File: config.mk
export PLATFORM = sky130hd
export DESIGN_NAME = pdc_controller
export DESIGN_NICKNAME = d
export VERILOG_FILES = /design/src/pdc_pkg.sv /design/src/pdc_controller.sv
export SDC_FILE = /design/constraint.sdc
export NUM_CORES = 1
export LEC_CHECK = 0
export BUFFER_PORTS_ARGS = -buffer_cell sky130_fd_sc_hd__buf_2
export CAP_MARGIN = 10
export CORE_MARGIN = 2
export CORE_UTILIZATION = 55
export DETAILED_ROUTE_END_ITERATION = 10
export PLACE_DENSITY_LB_ADDON = 0.08
export SYNTH_ARGS = -nofsm -noshare
export SYNTH_HDL_FRONTEND = slang
export SYNTH_SLANG_ARGS = --single-unit
export TNS_END_PERCENT = 20
File: constraint.sdc
create_clock -name aclk -period 5.4 [get_ports aclk]
set_clock_uncertainty 0.2 [all_clocks]
set_input_delay 0 -clock aclk [delete_from_list [all_inputs] [get_ports aclk]]
set_output_delay 0 -clock aclk [all_outputs]
set_load 0.1 [all_outputs]
File: src/pdc_pkg.sv
// Purpose: shared constants and carrier types of the clock generation controller
// Assumes: registers sit on an AXI4-Lite slave with 32-bit data, decoded on 12 address bits
// Notes:   the reference clock is aclk itself; an output clock is a flop that toggles on edge ticks
package pdc_pkg;

  // register byte offsets
  localparam logic [11:0] OFS_CSR    = 12'h100;
  localparam logic [11:0] OFS_MULT   = 12'h110;
  localparam logic [11:0] OFS_DIV0   = 12'h114;
  localparam logic [11:0] OFS_DIV1   = 12'h118;
  localparam logic [11:0] OFS_DIV2   = 12'h11c;
  localparam logic [11:0] OFS_DIV3   = 12'h120;
  localparam logic [11:0] OFS_CMD    = 12'h138;
  localparam logic [11:0] OFS_STAT   = 12'h13c;
  localparam logic [11:0] OFS_ALIGN  = 12'h140;

  // control/status register fields
  localparam int CSR_MODE_BIT   = 0;
  localparam int CSR_PLL_RESET_CONTROL_BIT = 3;
  localparam int CSR_PWRDN_BIT  = 4;
  localparam int CSR_STABLE_BIT = 6;
  localparam logic CSR_MODE_RST   = 1'b0;
  localparam logic CSR_PLL_RESET_CONTROL_RST = 1'b1;
  localparam logic CSR_PWRDN_RST  = 1'b1;

  // multiplier and divider fields
  localparam int MULT_W     = 5;
  localparam logic [4:0] MULT_MIN = 5'h04;
  localparam logic [4:0] MULT_MAX = 5'h19;
  localparam logic [4:0] MULT_RST = 5'h04;
  localparam int RATIO_W    = 5;
  localparam int DIV_EN_BIT = 15;
  localparam logic [4:0] DIV_RATIO_RST [4] = '{5'h00, 5'h00, 5'h01, 5'h02};
  localparam logic       DIV_EN_RST    [4] = '{1'b1, 1'b1, 1'b1, 1'b1};

  // command, status and align fields
  localparam int CMD_GO_BIT    = 0;
  localparam int STAT_BUSY_BIT = 0;
  localparam int ALIGN_W       = 3;
  localparam logic [2:0] ALIGN_RST = 3'h0;

  // timing: aclk cycles per reference cycle, reset-time divide, vco fraction bits
  localparam int ACLK_PER_REF  = 2;
  localparam logic [2:0] RST_HALF_LAST = 3'h7;
  localparam int VCO_FRAC_W    = 5;

  // axi responses
  localparam logic [1:0] RESP_OKAY   = 2'h0;
  localparam logic [1:0] RESP_SLVERR = 2'h2;

  // bus request from the master
  typedef struct packed {
    logic [11:0] awaddr;
    logic        awvalid;
    logic [31:0] wdata;
    logic [3:0]  wstrb;
    logic        wvalid;
    logic        bready;
    logic [11:0] araddr;
    logic        arvalid;
    logic        rready;
  } pdc_axi_req_type;

  // bus answer from this slave
  typedef struct packed {
    logic        awready;
    logic        wready;
    logic        bvalid;
    logic [1:0]  bresp;
    logic        arready;
    logic        rvalid;
    logic [31:0] rdata;
    logic [1:0]  rresp;
  } pdc_axi_rsp_type;

endpackage

File: src/pdc_controller.sv
// Purpose: clock generation controller with pre-divider, vco model, three post-dividers and reset lengthener
// Assumes: aclk is the selected reference clock; awprot/arprot are not used
// Notes:   the vco is a fractional tick accumulator, so all clock outputs stay in the aclk domain
// How it works
// - multiplier accepts x4 to x25; writes outside that range clamp to the edges
// - four dividers take ratios 1 to 32; after internal reset release, a disabled post-divider holds its clock low
// - auxiliary clock carries the reference without any divider after internal reset
// - mode select 1 feeds post-dividers from vco path, 0 from reference directly
// - controller leaves reset in bypass mode with mode select reading 0
// - vco path divides reference by pre-divider then multiplies; pre-divider must be on
// - internal reset stays asserted for 4096 reference cycles after external reset release
// - during internal reset every clock output, aux included, runs at reference over 8
// - end of count releases internal reset, sets stable, dividers start at the ratios then in their registers
// - register defaults are loaded while external reset is held, kept from its release
// - reset leaves mode select 0 and pll reset control 1
// - post-divider ratio writes take effect at an align update, or at internal reset release if written while it is held
// - writing 1 to the trigger bit of the command register starts an align update
// - selected clocks pause low, then restart together on one rising edge at new ratios
// - unselected clocks keep running at old ratios through an align update
// - align in progress reads 1 for the whole update and 0 afterwards
//
// Chosen here: the placing of the registers and the AXI4-Lite register port.
`timescale 1ns/1ps
module pdc_controller #(
  parameter int RST_REF_CYCLES = 4096                   // reference cycles of reset lengthening
) (
  input  wire logic                     aclk,               // reference clock, 250 MHz
  input  wire logic                     aresetn,            // external reset, synchronous, active low
  input  wire pdc_pkg::pdc_axi_req_type axi_req,            // register bus request
  output pdc_pkg::pdc_axi_rsp_type      axi_rsp,            // register bus answer
  output logic                          aux_ref_clock,      // auxiliary reference clock
  output logic                          system_clock_one,   // post-divider one output
  output logic                          system_clock_two,   // post-divider two output
  output logic                          system_clock_three, // post-divider three output
  output logic                          pll_reset_control,  // reset to the analog pll
  output logic                          sys_rst_n           // lengthened internal reset, active low
);

  localparam int RST_ACLK = RST_REF_CYCLES * pdc_pkg::ACLK_PER_REF;
  localparam int RCW      = $clog2(RST_ACLK) + 1;

  // control and status state
  logic                          mode_r;
  logic                          pwrdn_r;
  logic [pdc_pkg::MULT_W-1:0]    mult_r;
  logic [pdc_pkg::RATIO_W-1:0]   div_ratio_r [4];
  logic                          div_en_r    [4];
  logic [pdc_pkg::ALIGN_W-1:0]   align_sel_r;
  logic [pdc_pkg::ALIGN_W-1:0]   go_sel_r;
  logic                          busy_r;
  logic [RCW-1:0]                rst_cnt_r;
  logic [2:0]                    d8_cnt_r;
  logic [10:0]                   acc_r;
  logic [11:0]                   awaddr_r;
  logic [31:0]                   wdata_r;
  logic [3:0]                    wstrb_r;
  logic                          sclk_r      [3];
  logic [pdc_pkg::RATIO_W-1:0]   cnt_r       [3];
  logic [pdc_pkg::RATIO_W-1:0]   act_ratio_r [3];

  // combinational helpers
  logic        wr_fire;
  logic        go_start;
  logic        release_go;
  logic        d8_tick;
  logic        pll_ok;
  logic        tick_pll;
  logic        tick;
  logic [11:0] acc_sum;
  logic [11:0] acc_lim;
  logic [31:0] wmask;
  logic [31:0] rd_word;
  logic        rd_hit;
  logic [2:0]  sel_low;

  // merge a word with the written byte lanes
  function automatic logic [31:0] merge(input logic [31:0] old_w, input logic [31:0] new_w,
                                         input logic [31:0] m);
    merge = (old_w & ~m) | (new_w & m);
  endfunction

  // write strobe to bit mask
  always_comb begin
    for (int b = 0; b < 4; b++) begin
      wmask[b*8 +: 8] = {8{wstrb_r[b]}};
    end
  end

  // write happens once both address and data are held and the response slot is free
  assign wr_fire  = ~axi_rsp.awready & ~axi_rsp.wready & ~axi_rsp.bvalid;
  assign go_start = wr_fire && (awaddr_r == pdc_pkg::OFS_CMD) && wstrb_r[0] && sys_rst_n
                    && wdata_r[pdc_pkg::CMD_GO_BIT] && !busy_r;
  assign d8_tick  = (d8_cnt_r == pdc_pkg::RST_HALF_LAST);

  // vco model: reference edges times mult over (prediv ratio * 2^frac)
  assign pll_ok   = ~pll_reset_control & ~pwrdn_r & div_en_r[0];
  assign acc_sum  = {1'b0, acc_r} + {7'h00, mult_r};
  assign acc_lim  = 12'({7'h00, div_ratio_r[0]} + 12'h001) << pdc_pkg::VCO_FRAC_W;
  assign tick_pll = pll_ok && (acc_sum >= acc_lim);
  assign tick     = mode_r ? tick_pll : 1'b1;

  // align update completes when every selected clock is paused low
  always_comb begin
    for (int i = 0; i < 3; i++) begin
      sel_low[i] = ~go_sel_r[i] | ~sclk_r[i];
    end
  end
  assign release_go = busy_r && tick && (&sel_low);

  // read decode
  always_comb begin
    rd_word = 32'h0000_0000;
    rd_hit  = 1'b1;
    case (axi_req.araddr)
      pdc_pkg::OFS_CSR: begin
        rd_word[pdc_pkg::CSR_MODE_BIT]   = mode_r;
        rd_word[pdc_pkg::CSR_PLL_RESET_CONTROL_BIT] = pll_reset_control;
        rd_word[pdc_pkg::CSR_PWRDN_BIT]  = pwrdn_r;
        rd_word[pdc_pkg::CSR_STABLE_BIT] = sys_rst_n;
      end
      pdc_pkg::OFS_MULT:  rd_word[pdc_pkg::MULT_W-1:0] = mult_r;
      pdc_pkg::OFS_DIV0: begin
        rd_word[pdc_pkg::RATIO_W-1:0]   = div_ratio_r[0];
        rd_word[pdc_pkg::DIV_EN_BIT]    = div_en_r[0];
      end
      pdc_pkg::OFS_DIV1: begin
        rd_word[pdc_pkg::RATIO_W-1:0]   = div_ratio_r[1];
        rd_word[pdc_pkg::DIV_EN_BIT]    = div_en_r[1];
      end
      pdc_pkg::OFS_DIV2: begin
        rd_word[pdc_pkg::RATIO_W-1:0]   = div_ratio_r[2];
        rd_word[pdc_pkg::DIV_EN_BIT]    = div_en_r[2];
      end
      pdc_pkg::OFS_DIV3: begin
        rd_word[pdc_pkg::RATIO_W-1:0]   = div_ratio_r[3];
        rd_word[pdc_pkg::DIV_EN_BIT]    = div_en_r[3];
      end
      pdc_pkg::OFS_CMD:   rd_word = 32'h0000_0000;
      pdc_pkg::OFS_STAT:  rd_word[pdc_pkg::STAT_BUSY_BIT] = busy_r;
      pdc_pkg::OFS_ALIGN: rd_word[pdc_pkg::ALIGN_W-1:0] = align_sel_r;
      default:            rd_hit = 1'b0;
    endcase
  end

  // write channels: address and data are taken in either order and held
  always_ff @(posedge aclk) begin
    if (!aresetn) begin
      axi_rsp.awready <= 1'b1;
      axi_rsp.wready  <= 1'b1;
      axi_rsp.bvalid  <= 1'b0;
      axi_rsp.bresp   <= pdc_pkg::RESP_OKAY;
      awaddr_r        <= 12'h000;
      wdata_r         <= 32'h0000_0000;
      wstrb_r         <= 4'h0;
    end else begin
      if (axi_req.awvalid && axi_rsp.awready) begin
        awaddr_r        <= axi_req.awaddr;
        axi_rsp.awready <= 1'b0;
      end else if (wr_fire) begin
        axi_rsp.awready <= 1'b1;
      end
      if (axi_req.wvalid && axi_rsp.wready) begin
        wdata_r        <= axi_req.wdata;
        wstrb_r        <= axi_req.wstrb;
        axi_rsp.wready <= 1'b0;
      end else if (wr_fire) begin
        axi_rsp.wready <= 1'b1;
      end
      if (wr_fire) begin
        axi_rsp.bvalid <= 1'b1;
        case (awaddr_r)
          pdc_pkg::OFS_CSR, pdc_pkg::OFS_MULT, pdc_pkg::OFS_DIV0, pdc_pkg::OFS_DIV1, pdc_pkg::OFS_DIV2,
          pdc_pkg::OFS_DIV3, pdc_pkg::OFS_CMD, pdc_pkg::OFS_STAT, pdc_pkg::OFS_ALIGN:
            axi_rsp.bresp <= pdc_pkg::RESP_OKAY;
          default: axi_rsp.bresp <= pdc_pkg::RESP_SLVERR;
        endcase
      end else if (axi_rsp.bvalid && axi_req.bready) begin
        axi_rsp.bvalid <= 1'b0;
      end
    end
  end

  // read channel: one cycle from address to data
  always_ff @(posedge aclk) begin
    if (!aresetn) begin
      axi_rsp.arready <= 1'b1;
      axi_rsp.rvalid  <= 1'b0;
      axi_rsp.rdata   <= 32'h0000_0000;
      axi_rsp.rresp   <= pdc_pkg::RESP_OKAY;
    end else if (axi_req.arvalid && axi_rsp.arready) begin
      axi_rsp.arready <= 1'b0;
      axi_rsp.rvalid  <= 1'b1;
      axi_rsp.rdata   <= rd_word;
      axi_rsp.rresp   <= rd_hit ? pdc_pkg::RESP_OKAY : pdc_pkg::RESP_SLVERR;
    end else if (axi_rsp.rvalid && axi_req.rready) begin
      axi_rsp.rvalid  <= 1'b0;
      axi_rsp.arready <= 1'b1;
    end
  end

  // control registers; defaults load under external reset and hold from its release
  always_ff @(posedge aclk) begin
    logic [31:0] nw;
    nw = 32'h0000_0000;
    if (!aresetn) begin
      mode_r            <= pdc_pkg::CSR_MODE_RST;
      pll_reset_control <= pdc_pkg::CSR_PLL_RESET_CONTROL_RST;
      pwrdn_r           <= pdc_pkg::CSR_PWRDN_RST;
      mult_r            <= pdc_pkg::MULT_RST;
      align_sel_r       <= pdc_pkg::ALIGN_RST;
      for (int d = 0; d < 4; d++) begin
        div_ratio_r[d] <= pdc_pkg::DIV_RATIO_RST[d];
        div_en_r[d]    <= pdc_pkg::DIV_EN_RST[d];
      end
    end else if (wr_fire) begin
      case (awaddr_r)
        pdc_pkg::OFS_CSR: begin
          nw = merge({27'h0, pwrdn_r, pll_reset_control, 2'h0, mode_r}, wdata_r, wmask);
          mode_r            <= nw[pdc_pkg::CSR_MODE_BIT];
          pll_reset_control <= nw[pdc_pkg::CSR_PLL_RESET_CONTROL_BIT];
          pwrdn_r           <= nw[pdc_pkg::CSR_PWRDN_BIT];
        end
        pdc_pkg::OFS_MULT: begin
          nw = merge({27'h0, mult_r}, wdata_r, wmask);
          if (nw[pdc_pkg::MULT_W-1:0] < pdc_pkg::MULT_MIN) mult_r <= pdc_pkg::MULT_MIN;
          else if (nw[pdc_pkg::MULT_W-1:0] > pdc_pkg::MULT_MAX) mult_r <= pdc_pkg::MULT_MAX;
          else mult_r <= nw[pdc_pkg::MULT_W-1:0];
        end
        pdc_pkg::OFS_DIV0, pdc_pkg::OFS_DIV1, pdc_pkg::OFS_DIV2, pdc_pkg::OFS_DIV3: begin
          for (int d = 0; d < 4; d++) begin
            if (awaddr_r == pdc_pkg::OFS_DIV0 + 12'(4 * d)) begin
              nw = merge({16'h0, div_en_r[d], 10'h0, div_ratio_r[d]}, wdata_r, wmask);
              div_ratio_r[d] <= nw[pdc_pkg::RATIO_W-1:0];
              div_en_r[d]    <= nw[pdc_pkg::DIV_EN_BIT];
            end
          end
        end
        pdc_pkg::OFS_ALIGN: begin
          nw = merge({29'h0, align_sel_r}, wdata_r, wmask);
          align_sel_r <= nw[pdc_pkg::ALIGN_W-1:0];
        end
        default: ;
      endcase
    end
  end

  // reset lengthener and the fixed divide-by-8 phase counter
  always_ff @(posedge aclk) begin
    if (!aresetn) begin
      rst_cnt_r <= '0;
      sys_rst_n <= 1'b0;
      d8_cnt_r  <= 3'h0;
    end else begin
      d8_cnt_r <= d8_cnt_r + 3'h1;
      if (!sys_rst_n) begin
        if (rst_cnt_r == RCW'(RST_ACLK - 1)) sys_rst_n <= 1'b1;
        else rst_cnt_r <= rst_cnt_r + RCW'(1);
      end
    end
  end

  // vco phase accumulator; cleared while the pll is held or the pre-divider is off
  always_ff @(posedge aclk) begin
    if (!aresetn || !pll_ok) acc_r <= 11'h000;
    else if (tick_pll) acc_r <= 11'(acc_sum - acc_lim);
    else acc_r <= acc_sum[10:0];
  end

  // align update status
  always_ff @(posedge aclk) begin
    if (!aresetn) begin
      busy_r   <= 1'b0;
      go_sel_r <= 3'h0;
    end else if (go_start) begin
      busy_r   <= 1'b1;
      go_sel_r <= align_sel_r;
    end else if (release_go) begin
      busy_r   <= 1'b0;
    end
  end

  // auxiliary clock: reference after internal reset, reference over 8 before
  always_ff @(posedge aclk) begin
    if (!aresetn) aux_ref_clock <= 1'b0;
    else if (!sys_rst_n) aux_ref_clock <= d8_tick ? ~aux_ref_clock : aux_ref_clock;
    else aux_ref_clock <= ~aux_ref_clock;
  end

  // three post-dividers
  for (genvar i = 0; i < 3; i++) begin : g_post
    always_ff @(posedge aclk) begin
      if (!aresetn) begin
        sclk_r[i]      <= 1'b0;
        cnt_r[i]       <= '0;
        act_ratio_r[i] <= pdc_pkg::DIV_RATIO_RST[i+1];
      end else if (!sys_rst_n) begin
        sclk_r[i]      <= d8_tick ? ~sclk_r[i] : sclk_r[i];
        cnt_r[i]       <= '0;
        act_ratio_r[i] <= div_ratio_r[i+1];
      end else if (!div_en_r[i+1]) begin
        sclk_r[i] <= 1'b0;
        cnt_r[i]  <= '0;
      end else if (release_go && go_sel_r[i]) begin
        sclk_r[i]      <= 1'b1;
        cnt_r[i]       <= '0;
        act_ratio_r[i] <= div_ratio_r[i+1];
      end else if (tick && !(busy_r && go_sel_r[i] && !sclk_r[i])) begin
        if (cnt_r[i] == act_ratio_r[i]) begin
          cnt_r[i]  <= '0;
          sclk_r[i] <= ~sclk_r[i];
        end else begin
          cnt_r[i] <= cnt_r[i] + 5'h01;
        end
      end
    end
  end

  // post-divider outputs
  assign system_clock_one   = sclk_r[0];
  assign system_clock_two   = sclk_r[1];
  assign system_clock_three = sclk_r[2];

endmodule // pdc_controller

======== Word level (Yosys, flattened, before mapping) ========
Memories as Yosys holds them, arrays and structs flattened.
Index checks and enable logic that the tools add are counted.
W data, S select, Z words.
word-level totals
  word-level logic and storage cells ...... 351
  memory bits (writable) .................. 57
  memories kept ........................... 5
  output and inout port bits .............. 47
  input bits .............................. 67
  flip-flop bits (word level) ............. 91
memory list
  name         words  width  read ports  clocked after Yosys merged registers in  wr ports  line                  source
  div_ratio_r  4      5      4           0                                        4         pdc_controller.sv:46  logic [pdc_pkg::RATIO_W-1:0] div_ratio_r [4];
  act_ratio_r  3      5      3           0                                        3         pdc_controller.sv:59  logic [pdc_pkg::RATIO_W-1:0] act_ratio_r [3];
  cnt_r        3      5      3           0                                        3         pdc_controller.sv:58  logic [pdc_pkg::RATIO_W-1:0] cnt_r [3];
  div_en_r     4      1      4           0                                        4         pdc_controller.sv:47  logic div_en_r [4];
  sclk_r       3      1      3           0                                        3         pdc_controller.sv:57  logic sclk_r [3];
cells by class
  muxes and demuxes ....................... 162
  equality and inequality tests ........... 23
  $add $sub $neg .......................... 8
  reduce and logical (&&, ||, !) cells .... 49
  $lt $le $gt $ge ......................... 3
  bitwise logic cells ..................... 78
operator list
  kind                     count
  $eq A12 B9 Y1 const B    18
  $mux W5                  27
  $mux W1                  126
  $and A16 B16 Y16         5
  $or A16 B16 Y16          4
  $or A1 B1 Y1             44
  $logic_and A1 B1 Y1      25
  $pmux W2 S6              2
  $reduce_or A9 Y1         2
  $not A16 Y16             1
  $add A5 B1 Y5 const B    3
  $eq A5 B5 Y1             3
  $add A14 B1 Y14 const B  1
  $eq A14 B13 Y1 const B   1
  $not A1 Y1               14
  $add A11 B5 Y12          1
  $ge A12 B11 Y1           1
  $reduce_bool A2 Y1       6
  $mux W11                 1
  $sub A11 B11 Y11         1
  $and A5 B5 Y5            2
  $or A5 B5 Y5             2
  $logic_not A1 Y1         9
  $mux W2                  4
  14 further kinds         20

======== Longest topological paths before layout ========
  word-level depth ........................ 16
  gate-level depth with buffers ........... 16
  depth with buffers taken out ............ 15

======== Least setup slack after synthesis ========
No wires, ideal clock.
  kind .................................... register -> register
  start ................................... register mult_r[0] in the netlist's numbering
  end ..................................... memory act_ratio_r[2][1] in the netlist's numbering (data pin)
  clock period less this slack ............ 3936 ps
  cell stages (with the launch flop) ...... 16
  setup time .............................. 262 ps
  required time ........................... 4938 ps
  data arrival time ....................... 3473 ps
  path slack .............................. 1464 ps
  buffers on the path ..................... 0
  path through ............................ dfxtp_1 -> ha_1 -> fa_1 -> a211oi_2 -> nor3b_2 -> o21ai_0 -> xor2_1 -> inv_1 -> ha_1 -> nor4bb_1 -> and4_1 -> o221ai_2 -> a21boi_2 -> o2111ai_1 -> and2_1 -> or2_2
RTL lines
  what                    line                   source
  from (decl)             pdc_controller.sv:45   logic [pdc_pkg::MULT_W-1:0] mult_r;
  from (signal assigned)  pdc_controller.sv:209  mult_r <= pdc_pkg::MULT_RST;
  from (signal assigned)  pdc_controller.sv:225  if (nw[pdc_pkg::MULT_W-1:0] < pdc_pkg::MULT_MIN) mult_r <= pdc_pkg::MULT_MIN;
  from (signal assigned)  pdc_controller.sv:226  else if (nw[pdc_pkg::MULT_W-1:0] > pdc_pkg::MULT_MAX) mult_r <= pdc_pkg::MULT_MAX;
  to (decl)               pdc_controller.sv:59

==> results.cfg <==
[synthesis]
synthArstFlopShare_pct = 0
ys_types = 66
yosys_warnings = 0
seq_area_frac_synth_pct = 46.1
synth-compound-area-share_pct = 12.8
synth_adder_area_share_pct = 3.73
syn_avg_cell_area_um2 = 9.36
syn_area_um2 = 7120
ys_ff_latch = 136
post_synth_xor_area_fraction_pct = 6.40
synth_top_family_by_area = simple AND/OR/NAND/NOR gates
synth_flop_cell = dfxtp_1
synthSimpleGateAreaFrac_pct = 21.5
synth_edf_count = 56
muxShareOfSynthArea_pct = 3.85
synthCells = 761

[layout]
final_cell_mix = dfxtp_1, dlygate4sd3_1, nand2_1
area.sequential_um2 = 3280
multiInputGateArea_um2 = 3540
drive_above_1_share_pct = 13.0
final_util_pct = 69.9
nNetsFinal = 975
final_common_cell = dfxtp_1
diodes = 0
nFillCells = 971
synthToLayoutAreaGrowth_pct = 23.9

[route]
first_pass_iters = 5
drc_errors = 0
viasPerCell = 5.59
postRouteAntennaNets = 0
routed_wl_um = 17300
wire_per_inst_um = 16.2
drt-initial-drc-count = 492
vias = 5995

[grt]
grt_pass1_wl_um = 27800
antenna_found_initial = 0
grt_start_max_net_pins = 39
grt_pass1_vias = 5602
grt_overflow_total = 0
track_usage_pct = 25.1

[worst_setup_path]
crit_chain = ha_1, fa_1, a211oi_2, nor3b_2, o21ai_0, xor2_1, inv_1, ha_1, nor4bb_1, and4_1, o221ai_2, a21boi_2, nor2_2, o21ai_0
r2r_setup_slack_ns = 0.86
cp_max_fo = 8
reg2reg_to = cnt_r[0][4]
cp-end-kind = register
reg2reg_depth = 14
critPathSlowestCell = o21ai_0
critical_path_arrival_ns = 4.40
worst_path_largest_cell_delay_ns = 0.63
reg2reg_from = mult_r[0]
crit_required_ns = 5.25
critPathLaunchType = register
crit_type = register to register
cp-startpoint = mult_r[0]

[die]
start_util_pct = 56.4
dieArea_um2 = 13900
dieHeight_um = 118
pin_count = 114
rows = 41
dieWidth_um = 118
core_region_area_um2 = 12600

[placed_design]
gp_congestion = 0.903
post-place-ws_ns = 0.869
portBuffers = 58
hpwl_um = 11800

[timing]
period_share_pct = 84.1
hold_viol = 0
slew_headroom_pct = 26.1
finalCriticalPeriod_ns = 4.54
max_freq_ghz = 0.220
rsz0062_at_grt = false
timing.final.ws_setup_ns = 0.856
whs_ns = 0.0447
tightest_slew_ns = 1.11
final_max_slew_viol_count = 0
tns_ns = 0
setup_violations = 0

[status]
status = finished clean

[clock_network]
cts.sink_count = 136
clk_path_buf_depth = 2
cts_max_level = 4
cts_tree = yes
cts.repair.resized = 0
clk_pin_slew_ns = 0.06
cts_root_buf = clkbuf_16
postCtsSetupBuffers = 0
ctsHoldBuffers = 77
clock_latency_ns = 0.43
cts_inserted_buffers = 17

[power_and_ir_drop]
power_mw = 2.62
power_density_nw_per_um2 = 297
power_leakage_nw = 3.54
vdd_drop_max_mv = 0.243

[hold_path]
hp-class = primary input to register
holdPathEnd = axi_rsp[4]
hold_path_depth = 6
hp-start = axi_req[2]

[job]
cap_violations = 0
power breakdown:
| group | switching, mW | total (mW) | internal (mW) |
|---|---|---|---|
| registers | 0.0322 | 1.13 | 1.09 |
| logic | 0.216 | 0.309 | 0.0937 |
| clock network | 0.434 | 1.18 | 0.751 |
metal layers:
metal	global-route usage [%]	wire length (um)	vias to the layer above
li1	-	-	2900
met5	0	0	-
met2	43.8	8910	177
met3	5.47	874	15
met4	6.85	166	0
met1	31.4	7380	2903
worst max-delay path: cells and delay by family, from the launching register on:
family / cells / cell delay, ns
simple gates: 4 / 0.67
flops: 1 / 0.34
compound gates: 5 / 1.58
fa+ha+maj: 3 / 0.98
buf+inv: 1 / 0.10
xor+xnor: 1 / 0.28
cell type report:
class / instances / share of cell area [%]
clock inverter: 9 / 0.908
multi-input combinational: 574 / 40.1
clock buffer: 23 / 6.14
inverter: 21 / 0.893
tap: 172 / 2.44
timing repair buffer: 138 / 12.3
sequential: 136 / 37.2
flip-flops by register name, indices dropped and copies added (netlist names), named ones only:
register	cells
div_ratio_r	20
act_ratio_r	15
cnt_r	15
axi_rsp	14
rst_cnt_r	14
awaddr_r	12
acc_r	11
wdata_r	6
mult_r	5
div_en_r	4
d8_cnt_r	3
go_sel_r	3
sclk_r	3
wstrb_r	2
aux_ref_clock	1
busy_r	1
sys_rst_n	1
stage by stage:
step	instance area, um^2	std cells
5_1_grt	8820	1073
4_1_cts	8820	1073
3_3_place_gp	7430	964
6_report	8820	1073
3_5_place_dp	7430	964
2_1_floorplan	7220	787
worst max-delay path by stage:
stage                              to  slack (ns)  depth (start not counted)
detailed placement        cnt_r[0][1]        0.87                         14
finish                    cnt_r[0][4]        0.86                         14
global placement          cnt_r[0][1]        0.98                         14
global route              cnt_r[0][4]        0.55                         14
CTS                       cnt_r[0][4]        0.84                         14
floorplan           act_ratio_r[2][1]        1.46                         15
cell families after synthesis:
| logic type | Yosys count |
|---|---|
| AOI/OAI and AO/OA | 146 |
| xor gates and xnor gates | 52 |
| adders and majority gates | 20 |
| buffers and inverters | 77 |
| DFF | 136 |
| muxes | 22 |
| other | 1 |
| and+or+nand+nor | 307 |
synthesized netlist by cell type, drive strengths merged (13+ instances only):
cell type	n	share of area, %
xor2	28	3.4
and2	13	1.1
ha	18	3.2
clkbuf	21	1.1
nor2	73	3.9
nor3	17	1.2
nand3	43	3.0
dfxtp	80	22
edfxtp	56	24
inv	21	1.1
xnor2	24	3.0
buf	35	3.3
nand2b	31	2.7
mux2i	15	2.1
a21oi	66	4.6
o21ai	29	2.1
nand2	74	3.9
nor2b	14	1.2
(Power assumes the default switching activity.)
